$ cat config.mk
export PLATFORM = sky130hd
export DESIGN_NAME = fpar_regs
export DESIGN_NICKNAME = d
export VERILOG_FILES = /design/src/rtl/fpar_pkg.sv /design/src/rtl/fpar_data_hold.sv /design/src/rtl/fpar_regs.sv
export SDC_FILE = /design/constraint.sdc
export NUM_CORES = 1
export LEC_CHECK = 0
export ABC_CLOCK_PERIOD_IN_PS = 1700
export BUFFER_PORTS_ARGS = -buffer_cell sky130_fd_sc_hd__buf_2
export CORE_AREA = 2 2 170 188
export DETAILED_ROUTE_END_ITERATION = 10
export DIE_AREA = 0 0 172 190
export PLACE_DENSITY = 0.6
export SLEW_MARGIN = 10
export SYNTH_ARGS = -nofsm -noshare
export SYNTH_HDL_FRONTEND = slang
export SYNTH_SLANG_ARGS = --single-unit
$ cat constraint.sdc
create_clock -name clk -period 1.7 [get_ports clk]
set_clock_uncertainty 0.05 [all_clocks]
set_input_delay 0.34 -clock clk [delete_from_list [all_inputs] [get_ports clk]]
set_output_delay 0.34 -clock clk [all_outputs]
set_load 0.03 [all_outputs]
$ cat src/rtl/fpar_pkg.sv
// Package of constants and types for the flash program register front end
// Notes on behaviour
// - Unlock key register is write-only, reads zero.
// - Key writes form unlock sequence before operations.
// - Whole-array erase ignores the target address.
// - Page erase uses target address as page.
// - Row program uses target address as row.
// - Word program writes data register to target.
// - Data register cleared only by power-on reset.
// - Row data fetched from source address register.
// - Address, data, source registers read/write, reset zero.
// - Trigger starts operation, self-clears when done.
// - Trigger accepted only when allowed and unlocked.
// - Operation select decode; no-ops; protected targets skipped.
// - Failure flag set on unsuccessful operation.
package fpar_pkg;
  localparam int          DW            = 32;
  localparam int          AW            = 4;
  // Word offsets on the register bus
  localparam logic [3:0]  OFS_CTRL      = 4'h0;
  localparam logic [3:0]  OFS_KEY       = 4'h1;
  localparam logic [3:0]  OFS_TADDR     = 4'h2;
  localparam logic [3:0]  OFS_DATA      = 4'h3;
  localparam logic [3:0]  OFS_SRC       = 4'h4;
  localparam logic [3:0]  OFS_IRQ_STAT  = 4'h5;
  localparam logic [3:0]  OFS_IRQ_MASK  = 4'h6;
  // Control register fields
  localparam int          BIT_TRIG      = 15;
  localparam int          BIT_ALLOW     = 14;
  localparam int          BIT_FAIL      = 13;
  localparam int          OP_LSB        = 0;
  localparam logic [31:0] CTRL_RESET    = 32'h0000_0000;
  localparam logic [31:0] REG_RESET     = 32'h0000_0000;
  // Unlock keys (arbitrary values)
  localparam logic [31:0] KEY_FIRST     = 32'ha5a5_0f0f;
  localparam logic [31:0] KEY_SECOND    = 32'h5a5a_f0f0;
  // Operation codes
  localparam logic [3:0]  OP_NOP0       = 4'h0;
  localparam logic [3:0]  OP_WORD       = 4'h1;
  localparam logic [3:0]  OP_ROW        = 4'h3;
  localparam logic [3:0]  OP_PAGE       = 4'h4;
  localparam logic [3:0]  OP_ALL        = 4'h5;
  // Interrupt status bits
  localparam int          IRQ_DONE      = 0;
  localparam int          IRQ_FAIL      = 1;
  localparam int          IRQ_W         = 2;

  typedef enum logic [1:0] {
    FPAR_UNLK_IDLE  = 2'b00,
    FPAR_UNLK_KEY1  = 2'b01,
    FPAR_UNLK_OPEN  = 2'b10
  } fpar_unlk_e;

  typedef enum logic [1:0] {
    FPAR_OP_IDLE    = 2'b00,
    FPAR_OP_REQ     = 2'b01,
    FPAR_OP_WAIT    = 2'b10
  } fpar_op_e;

  // Command to the flash array
  typedef struct packed {
    logic        valid;
    logic [3:0]  op;
    logic [31:0] addr;
    logic [31:0] data;
    logic [31:0] src;
  } fpar_cmd_s;

  // Decode: is this code a real operation
  function automatic logic fpar_is_op(input logic [3:0] op);
    return (op == OP_WORD) || (op == OP_ROW) || (op == OP_PAGE) ||
           (op == OP_ALL);
  endfunction
endpackage

$ cat src/rtl/fpar_data_hold.sv
// Program data register kept across every reset except power-on
`timescale 1ns/1ps
module fpar_data_hold (
  input  wire logic              clk,
  input  wire logic              por_n,
  input  wire logic              wr_en,
  input  wire logic [31:0]       wr_data,
  output logic      [31:0]       q
);
  import fpar_pkg::*;

  typedef struct packed {
    logic [31:0] data_reg;
  } fpar_hold_s;

  fpar_hold_s st_reg;
  fpar_hold_s st_next;

  // Only power-on clears; a device reset must not lose the word
  always_comb begin
    st_next = st_reg;
    if (wr_en) begin
      st_next.data_reg = wr_data;
    end
  end

  always_ff @(posedge clk) begin
    if (!por_n) begin
      st_reg <= '{data_reg: REG_RESET};
    end else begin
      st_reg <= st_next;
    end
  end

  assign q = st_reg.data_reg;
endmodule // fpar_data_hold

$ cat src/rtl/fpar_regs.sv
// Register front end and operation sequencer for program flash
//
// Design decisions made here: the Avalon-MM slave port and the register addresses.
`timescale 1ns/1ps
module fpar_regs (
  input  wire logic                  clk,
  input  wire logic                  resetn,
  input  wire logic                  por_resetn,
  // Avalon-MM slave
  input  wire logic [fpar_pkg::AW-1:0] avs_address,
  input  wire logic                  avs_read,
  input  wire logic                  avs_write,
  input  wire logic [31:0]           avs_writedata,
  input  wire logic [3:0]            avs_byteenable,
  output logic      [31:0]           avs_readdata,
  output logic      [1:0]            avs_response,
  output logic                       avs_waitrequest,
  // Flash array side
  output fpar_pkg::fpar_cmd_s        flash_cmd,
  input  wire logic                  flash_done,
  input  wire logic                  flash_error,
  input  wire logic                  flash_protected,
  output logic                       irq
);
  import fpar_pkg::*;

  typedef struct packed {
    logic        ack_reg;
    logic [31:0] rdata_reg;
    logic [1:0]  resp_reg;
    fpar_unlk_e  unlk_reg;
    fpar_op_e    op_reg;
    logic        trig_reg;
    logic        allow_reg;
    logic        fail_reg;
    logic [3:0]  sel_reg;
    logic [31:0] taddr_reg;
    logic [31:0] src_reg;
    logic [IRQ_W-1:0] stat_reg;
    logic [IRQ_W-1:0] mask_reg;
    fpar_cmd_s   cmd_reg;
  } fpar_st_s;

  fpar_st_s    st_reg;
  fpar_st_s    st_next;
  logic [31:0] data_q;
  logic        acc;
  logic        wr_acc;
  logic        data_wr;
  logic [31:0] wmask;

  // Bus access takes one wait cycle; ack_reg marks the answer edge
  assign acc     = (avs_read || avs_write) && !st_reg.ack_reg;
  assign wr_acc  = acc && avs_write;
  assign data_wr = wr_acc && (avs_address == OFS_DATA);
  assign avs_waitrequest = (avs_read || avs_write) && !st_reg.ack_reg;
  assign wmask = {{8{avs_byteenable[3]}}, {8{avs_byteenable[2]}},
                  {8{avs_byteenable[1]}}, {8{avs_byteenable[0]}}};

  fpar_data_hold fpar_data_hold_inst (
    .clk     (clk),
    .por_n   (por_resetn),
    .wr_en   (data_wr),
    .wr_data ((data_q & ~wmask) | (avs_writedata & wmask)),
    .q       (data_q)
  );

  // Next state: bus decode, unlock tracker, operation sequencer
  always_comb begin
    logic [31:0] ctrl_rd;
    logic [31:0] wv;
    logic        trig_try;
    st_next = st_reg;
    ctrl_rd = 32'h0000_0000;
    wv      = 32'h0000_0000;
    trig_try = 1'b0;
    st_next.ack_reg = acc;
    ctrl_rd[BIT_TRIG]  = st_reg.trig_reg;
    ctrl_rd[BIT_ALLOW] = st_reg.allow_reg;
    ctrl_rd[BIT_FAIL]  = st_reg.fail_reg;
    ctrl_rd[OP_LSB+:4] = st_reg.sel_reg;
    // Any access other than the expected next step cancels the unlock
    if (acc) begin
      st_next.resp_reg  = 2'b00;
      st_next.rdata_reg = 32'h0000_0000;
      st_next.unlk_reg  = FPAR_UNLK_IDLE;
      if (avs_read) begin
        case (avs_address)
          OFS_CTRL:     st_next.rdata_reg = ctrl_rd;
          OFS_KEY:      st_next.rdata_reg = 32'h0000_0000;
          OFS_TADDR:    st_next.rdata_reg = st_reg.taddr_reg;
          OFS_DATA:     st_next.rdata_reg = data_q;
          OFS_SRC:      st_next.rdata_reg = st_reg.src_reg;
          OFS_IRQ_STAT: st_next.rdata_reg = 32'(st_reg.stat_reg);
          OFS_IRQ_MASK: st_next.rdata_reg = 32'(st_reg.mask_reg);
          default:      st_next.resp_reg  = 2'b10;
        endcase
      end else begin
        case (avs_address)
          OFS_CTRL: begin
            wv = (ctrl_rd & ~wmask) | (avs_writedata & wmask);
            st_next.allow_reg = wv[BIT_ALLOW];
            // Selection is frozen while writes are enabled
            if (!st_reg.allow_reg) begin
              st_next.sel_reg = wv[OP_LSB+:4];
            end
            trig_try = wv[BIT_TRIG] && !st_reg.trig_reg;
            if (trig_try && st_reg.allow_reg &&
                st_reg.unlk_reg == FPAR_UNLK_OPEN) begin
              st_next.trig_reg = 1'b1;
            end
          end
          OFS_KEY: begin
            // Two keys in a row open the gate for one trigger write
            if (avs_writedata == KEY_FIRST) begin
              st_next.unlk_reg = FPAR_UNLK_KEY1;
            end else if (avs_writedata == KEY_SECOND &&
                         st_reg.unlk_reg == FPAR_UNLK_KEY1) begin
              st_next.unlk_reg = FPAR_UNLK_OPEN;
            end
          end
          OFS_TADDR: st_next.taddr_reg =
            (st_reg.taddr_reg & ~wmask) | (avs_writedata & wmask);
          OFS_DATA: ;
          OFS_SRC: st_next.src_reg =
            (st_reg.src_reg & ~wmask) | (avs_writedata & wmask);
          OFS_IRQ_STAT: st_next.stat_reg =
            st_reg.stat_reg & ~avs_writedata[IRQ_W-1:0];
          OFS_IRQ_MASK: st_next.mask_reg = avs_writedata[IRQ_W-1:0];
          default: st_next.resp_reg = 2'b10;
        endcase
      end
    end
    // Operation sequencer
    case (st_reg.op_reg)
      FPAR_OP_IDLE: begin
        if (st_reg.trig_reg) begin
          if (!fpar_is_op(st_reg.sel_reg)) begin
            // A no-op trigger finishes; only OP_NOP0 also clears the failure flag
            st_next.trig_reg = 1'b0;
            st_next.fail_reg = (st_reg.sel_reg == OP_NOP0) ?
                               1'b0 : st_reg.fail_reg;
            st_next.stat_reg[IRQ_DONE] = 1'b1;
          end else begin
            st_next.op_reg        = FPAR_OP_REQ;
            st_next.cmd_reg.valid = 1'b1;
            st_next.cmd_reg.op    = st_reg.sel_reg;
            st_next.cmd_reg.addr  = (st_reg.sel_reg == OP_ALL) ?
              32'h0000_0000 : st_reg.taddr_reg;
            st_next.cmd_reg.data  = data_q;
            st_next.cmd_reg.src   = st_reg.src_reg;
          end
        end
      end
      FPAR_OP_REQ: begin
        // Array raises protected in place of running a guarded target
        st_next.cmd_reg.valid = 1'b0;
        st_next.op_reg        = FPAR_OP_WAIT;
      end
      FPAR_OP_WAIT: begin
        if (flash_done || flash_protected) begin
          st_next.op_reg   = FPAR_OP_IDLE;
          st_next.trig_reg = 1'b0;
          st_next.fail_reg = flash_error;
          st_next.stat_reg[IRQ_DONE] = 1'b1;
          if (flash_error) begin
            st_next.stat_reg[IRQ_FAIL] = 1'b1;
          end
        end
      end
      default: st_next.op_reg = FPAR_OP_IDLE;
    endcase
  end

  // Synchronous device reset; data register lives in its own holder
  always_ff @(posedge clk) begin
    if (!resetn) begin
      st_reg           <= '0;
      st_reg.unlk_reg  <= FPAR_UNLK_IDLE;
      st_reg.op_reg    <= FPAR_OP_IDLE;
      st_reg.taddr_reg <= REG_RESET;
      st_reg.src_reg   <= REG_RESET;
    end else begin
      st_reg <= st_next;
    end
  end

  assign avs_readdata = st_reg.rdata_reg;
  assign avs_response = st_reg.resp_reg;
  assign flash_cmd    = st_reg.cmd_reg;
  assign irq          = |(st_reg.stat_reg & st_reg.mask_reg);
endmodule // fpar_regs

# Yosys cells after proc, flatten, opt, wreduce, memory -nomap -nowiden
# Cells that the tools add are included.
[totals]
out_inout_bits = 137
ff_bits = 247
[classes]
muxes = 36
n_bitwise = 15
n_reduce_logical = 30
eq_ne = 21
[op_table]
columns = ["op", "count"]
rows = [
  ["$mux W101", 2],
  ["$pmux W32 S6", 1],
  ["$and A32 B32 Y32", 4],
  ["$or A32 B32 Y32", 3],
  ["$mux W32", 2],
  ["$eq A32 B31 Y1 const B", 1],
  ["$eq A32 B32 Y1 const B", 1],
  ["$not A32 Y32", 1],
  ["$mux W2", 12],
  ["$reduce_and A3 Y1", 7],
  ["$eq A4 B3 Y1 const B", 5],
  ["$and A16 B16 Y16", 1],
  ["$or A16 B16 Y16", 1],
  ["$eq A4 B2 Y1 const B", 3],
  ["$mux W1", 10],
  ["$ne A2 B2 Y1 const B", 5],
  ["$eq A4 B1 Y1 const B", 2],
  ["$logic_not A4 Y1", 2],
  ["$mux W4", 2],
  ["$pmux W1 S2", 4],
  ["$logic_and A1 B1 Y1", 7],
  ["$reduce_or A7 Y1", 1],
  ["$mux W3", 2],
  ["$pmux W2 S3", 1],
  ["other kinds (12)", 22],
]

# Logic depth before layout (Yosys ltp)
# Gate-level depths: netlist of run 1.
[depth]
ltp_word = 13
ltp_mapped = 7

# Hierarchy
# Synthesis of run 1 repeated with hierarchy kept, for this count alone.
[unflattened]
hier_cells = 1211
area_unflattened_um2 = 11337.1
[modules_own_cells]
columns = ["mod", "instances", "cells_each", "area_per_inst_um2", "seq_area_each_um2"]
rows = [
  ["fpar_regs", 1, 1108, 10093.4, 4284.1],
  ["fpar_data_hold", 1, 103, 1243.7, 640.6],
]

# Worst setup path before layout of run 1
# No wires, ideal clock.
[synth_timing]
path_type = "input port to flip-flop"
from = "input avs_address[1] (netlist name)"
to = "register with a tool-made name"
arrival_time_ns = 1.585
path_stages = 5
setup_ns = 0.128
path_buffers = 1
setup_slack_ns = -0.062
path_cell_list = "buf_2 > nor4_2 > nand4b_2 > mux2i_1 > nor2_1"
[synth_rtl]
columns = ["item", "line", "source"]
rows = [
  ["start: declaration", "fpar_regs.sv:10", "input wire logic [fpar_pkg::AW-1:0] avs_address,"],
]

# Worst setup path after layout of run 1
[layout_timing]
from = "register st_reg[175] (netlist name)"
to = "register st_reg, in the netlist flash_cmd[30]"
[layout_via]
elab_chain_len = 1
[layout_rtl]
columns = ["item", "line", "source"]
rows = [
  ["start: declaration", "fpar_regs.sv:44", "fpar_st_s st_reg;"],
  ["start signal: assignment", "fpar_regs.sv:184", "st_reg <= st_next;"],
  ["$reduce_and A3 Y1 (no line)", "--", ""],
]
# Every way passes these cells.
# A chain may end at the register's enable or synchronous reset.

==> run metrics, run 1 <==
outcome finished, violations left; violated checks setup timing; die area 0.0327 mm²; Post-Synthesis Cell Area 0.0106 mm²; DRT iter0 DRCs 693; Routed WL 33,200 µm; Setup crit end flash_cmd[30]; starting density of the core 34.3%; Final Max Slew Viols 0; Syn Nets 1,223; Setup Slack @ Placement -0.248 ns; CTS root buffer clkbuf_16; antenna-violating nets left 0; total CTS buffers 27; drt via density 5.05; worst vdd ir 0.000608 V; Yosys warnings 0; count leader, synth dfxtp_1; post-synthesis xor/xnor area fraction 0.0824%; Critical Path Fanout Max 7; Seq pwr share 47.8%; Synth Area per Inst 9.05 µm²; first-pass GRT wire length 49,100 µm; Final WS setup -0.202 ns; M2 GR Usage 33.5%; GP Congestion 0.821; multiplexer share of the synthesized area 9.80%; CTS clock-pin slew for the worst setup and hold paths 0.06 ns; critical path required time 2.10 ns; GRT Resource Usage Total 19.3%; relative slew slack 61.6%; clock tree buffer depth 3; grt peak-use layer met2; Final min period 1.90 ns; Psw 0.00277 W; RSZ-0062 raised after global routing true; logic gate share of total power 5.2%; Final Hold Viols 0; initial antenna violation count 3; top post-synthesis cells by area dfxtp_1, mux2i_1, buf_4, nand3_1, o21ai_0; Simple-Gate Fraction of Synth Area 18.4%; Worst Setup SP st_reg[175]; total core area 0.0310 mm²; flops & latches, synth 246; global route overflow 0; # IOs 185; period utilization 112%; fmax 0.526 GHz; Pleak 6.11 nW; MaxCap Viol Count 0; Yosys cell types 56; Hold-fix buffers, CTS 0; Die Ht 190 µm; R2R depth 8; critical path class register to register; pin count of the biggest net entering global routing 132; via count of the routed design 8,824; Clk pwr share 47.0%; Synth area leader dfxtp_1; Layout Nets 1,355; worst hold-check path type primary input to register; # clock sinks 246; share of cells above drive strength 1 33.3%; Fin Setup TNS -9.89 ns; post-synth top area share 46.3%; final setup fails 86; DR WL/cell 19.0 µm; TritonRoute pass-1 iters 8; Reg2Reg Launch Point st_reg[175]; register area share after synthesis 46.3%; grt met3 use 3.25%; crit end category register; internal power 0.00935 W; CTS tree yes; HPWL Detailed 22,100 µm; DRC viols 0; Worst Path Arrival 2.30 ns; top post-synthesis cells by count dfxtp_1, buf_4, nand2_1, nand3_1, mux2i_1; H-tree depth 1; largest family of logic cells by synthesized area simple AND/OR/NAND/NOR gates; async set or reset register ratio after synthesis 0%; row count 68; CP startpoint kind register; post-synthesis compound-gate area fraction 11.9%; FF-to-FF setup slack -0.20 ns; Slew @ Worst Pin 0.576 ns; Die Span X 172 µm; R2R Path End flash_cmd[30]; vias in the first global route 8,536; switch share 22.9%; Post-synth EDFFs 0; Layout area overhead 27.7%; PwrDens 893 mW/mm²; post-layout util 43.8%; Post-synth top flop dfxtp_1; I/O Buffers 183; post-synthesis cell count 1,175; adder-cell share of the synthesized area 0%; met1 usage 24.6%; worst-skew pair later-pin latency 0.53 ns
kinds of logic (layout without fill, tap and decap cells):
group,Yosys count,count (layout)
compound gates,203,203
xor+xnor,1,1
buf+inv,219,371
flops,246,246
mux,104,104
other cells,1,3
simple gates,401,401
power groups by stage:
| stage | combinational, W | clock [W] | sequential [W] |
|---|---|---|---|
| after global routing | 0.000677 | 0.00608 | 0.00579 |
| after global placement | 0.000607 | 0 | 0.00592 |
| after floorplan | 0.000258 | 0 | 0.00591 |
| final | 0.000635 | 0.00569 | 0.00579 |
| after detailed placement | 0.000611 | 0 | 0.00592 |
| after CTS | 0.000636 | 0.00581 | 0.00579 |
metrics by stage:
stage | area (µm²) | cells | hold slack (ns) | power [W]
final | 13600 | 1749 | 0.0622 | 0.0121
after global routing | 13600 | 1747 | 0.0600 | 0.0125
after CTS | 13200 | 1737 | 0.0385 | 0.0122
after detailed placement | 11800 | 1664 | 0.368 | 0.00653
after global placement | 11800 | 1664 | 0.368 | 0.00653
after floorplan | 10600 | 1175 | 0.360 | 0.00617
routing by layer:
layer,share of wire (%),vias up,wire [µm]
met4,2.3,2,766
met3,5.9,59,1950
met1,43,4233,14300
met5,0.039,-,13
met2,49,266,16200
li1,-,4264,-
layout make-up:
class                   count  area (µm²)
diodes                      2        5.00
clock buffers              40         785
clock inverters             9        78.8
fillers                  3094       17400
inverters                   3        13.8
multi-input cells         710        4590
flip-flops and latches    246        4930
well taps                 420         526
repair buffers            319        2650
how the worst min path moves through the flow:
stage	end	slack, ns	startpoint	cells past startpoint
final	register	0.06	avs_writedata[22]	3
after CTS	register	0.04	avs_writedata[11]	3
after global placement	flash_cmd[99]	0.37	flash_cmd[99]	2
after floorplan	flash_cmd[99]	0.36	flash_cmd[99]	2
after detailed placement	flash_cmd[99]	0.37	flash_cmd[99]	2
after global routing	register	0.06	avs_writedata[22]	3
layout by cell type, fill, tap and decap left out, types with 37 or more instances in the layout:
master,instances
nand3_1,80
dfxtp_1,244
mux2i_1,103
nor2_1,80
buf_4,80
o21ai_1,65
buf_2,181
nor2b_1,37
nand2_1,129
worst max-delay path: stages (launching register included):
cell	delay (ns)
dfxtp_1	0.35
or3b_4	0.40
a2111oi_4	0.24
buf_6	0.19
buf_12	0.15
buf_12	0.14
buf_8	0.12
nand3_1	0.07
o21ai_1	0.12
timing repair:
item | 4_1_cts | 5_1_grt
hold endpoints to repair | 0 | 0
pin swaps | 14 | 21
cloned | 10 | 12
resized for setup | 58 | 119
endpoints found under the setup margin | 104 | 137
setup buffers | 15 | 6
(Power assumes the default switching activity.)
==> run 2: changes to the inputs <==
--- a/config.mk
+++ b/config.mk
@@ -7,10 +7,10 @@
 export LEC_CHECK = 0
 export ABC_CLOCK_PERIOD_IN_PS = 1700
 export BUFFER_PORTS_ARGS = -buffer_cell sky130_fd_sc_hd__buf_2
-export CORE_AREA = 2 2 170 188
+export CORE_AREA = 2 2 141 157
 export DETAILED_ROUTE_END_ITERATION = 10
-export DIE_AREA = 0 0 172 190
-export PLACE_DENSITY = 0.6
+export DIE_AREA = 0 0 143 159
+export PLACE_DENSITY = 0.8
 export SLEW_MARGIN = 10
 export SYNTH_ARGS = -nofsm -noshare
 export SYNTH_HDL_FRONTEND = slang
==> run 2 against run 1 <==
The flow still finishes with violations (setup timing). Count of clock-buffer cells in the layout is 6 lower. Non-clock buffer count down 14. Utilization up 18 points. First-iteration DRC count increased by 3.8%. Sequential share of layout area rose by 1.7 points. Critical path type unchanged. Largest cell class unchanged.
==> run metrics, run 2 (synthesized netlist as in run 1, its figures left out) <==
Reg2Reg Launch Point st_reg[177]; Die Span X 143 µm; DRC viols 0; Critical Path Fanout Max 8; total core area 0.0211 mm²; worst vdd ir 0.000752 V; Hold Path Stages 3; CTS tree yes; relative slew slack 59.0%; commonest non-fill, non-tap cells in the layout dfxtp_1, buf_2, nand2_1, mux2i_1, buf_4; worst hold-check path type primary input to register; # clock sinks 246; worst-skew pair later-pin latency 0.53 ns; final setup fails 99; drt via density 5.49; critical path class register to register; die area 0.0227 mm²; final instance area 0.0130 mm²; starting density of the core 50.4%; most common cell after layout, fill and taps aside dfxtp_1; TritonRoute pass-1 iters 6; fmax 0.549 GHz; row count 56; Final Max Slew Viols 0; GP Congestion 0.891; FF-to-FF setup slack -0.12 ns; CTS root buffer clkbuf_16; Worst Hold Launch avs_writedata[22]; Worst Path Arrival 2.21 ns; MaxCap Viol Count 0; outcome finished, violations left; Final Hold Viols 0; HPWL Detailed 19,900 µm; Fin Setup TNS -5.60 ns; share of cells above drive strength 1 30.8%; crit end category register; R2R depth 7; critical path required time 2.09 ns; R2R Path End flash_cmd[49]; RSZ-0062 raised after global routing true; post-layout util 61.4%; violated checks setup timing; CP startpoint kind register; period utilization 107%; Die Ht 159 µm; initial antenna violation count 6; # IOs 185; H-tree depth 1; clock tree buffer depth 3; DR WL/cell 18.3 µm; Final min period 1.82 ns; DRT iter0 DRCs 719; Layout Nets 1,338; Hold-fix buffers, CTS 0; antenna-violating nets left 0; Routed WL 29,400 µm; via count of the routed design 8,800; I/O Buffers 183; Pleak 5.92 nW; vias in the first global route 8,210; Final WS setup -0.121 ns; PwrDens 928 mW/mm²; Area after DPL 0.0116 mm²; GRT Resource Usage Total 23.7%; pin count of the biggest net entering global routing 140; Layout area overhead 21.9%; Non-Filler Instances 1,602; CTS clock-pin slew for the worst setup and hold paths 0.06 ns; global route overflow 0; Slew @ Worst Pin 0.615 ns; first-pass GRT wire length 43,600 µm; placed insts 1,538; total CTS buffers 24
==> run 2: timing repair <==
item / 4_1_cts / 5_1_grt
setup endpoints to repair: 100 / 124
pin swaps: 0 / 1
setup buffers: 0 / 7
resized for setup: 10 / 111
gates cloned: 0 / 9
==> run 2: worst max path at each step <==
stage,startpoint,end,slack (ns),depth (start not counted)
after floorplan,avs_address[1],register,-0.06,5
after global placement,avs_writedata[16],st_reg[178],-0.17,5
after detailed placement,avs_writedata[5],st_reg[178],-0.30,5
after CTS,st_reg[177],flash_cmd[23],-0.1,6
after global routing,st_reg[177],flash_cmd[63],-0.17,7
final,st_reg[177],flash_cmd[49],-0.12,7
==> run 2: through the flow <==
stage                     setup WS [ns]  hold slack (ns)  power, W
after detailed placement         -0.296            0.366   0.00649
after global placement           -0.169            0.367   0.00648
after CTS                       -0.0976           0.0624    0.0120
final                            -0.121           0.0863    0.0120
after floorplan                 -0.0624            0.360   0.00617
after global routing             -0.172           0.0964    0.0123
==> run 2: where the power goes <==
group / internal [W] / total [W] / switching, W
Clock: 0.00336 / 0.00563 / 0.00227
Combinational: 0.000228 / 0.000605 / 0.000377
Sequential: 0.00578 / 0.00579 / 0.0000134
Total: 0.00936 / 0.0120 / 0.00266
==> run 2: metal layers <==
metal  part of all wire, %  track usage (%)  vias to the layer above
met3                   6.4             4.06                       75
met4                   2.8             7.65                        4
met5                 0.085                0                        -
met2                    50             40.6                      340
met1                    41             30.2                     4182
li1                      -                -                     4199
==> run 2: critical path, cell delays in order (launching register included) <==
cell	delay, ns
dfxtp_2	0.33
or3b_4	0.40
a2111oi_4	0.21
buf_6	0.20
buf_12	0.18
clkbuf_16	0.17
nand3_1	0.08
o21ai_1	0.11
==> run 2: area by class of cell <==
type	instances	area [µm²]
Fill cell	1734	8130
Inverter	3	11.3
Tap cell	290	363
Clock buffer	34	709
Multi-Input combinational cell	710	4500
Clock inverter	9	126
Antenna cell	5	12.5
Timing Repair Buffer	305	2310
Sequential cell	246	4930
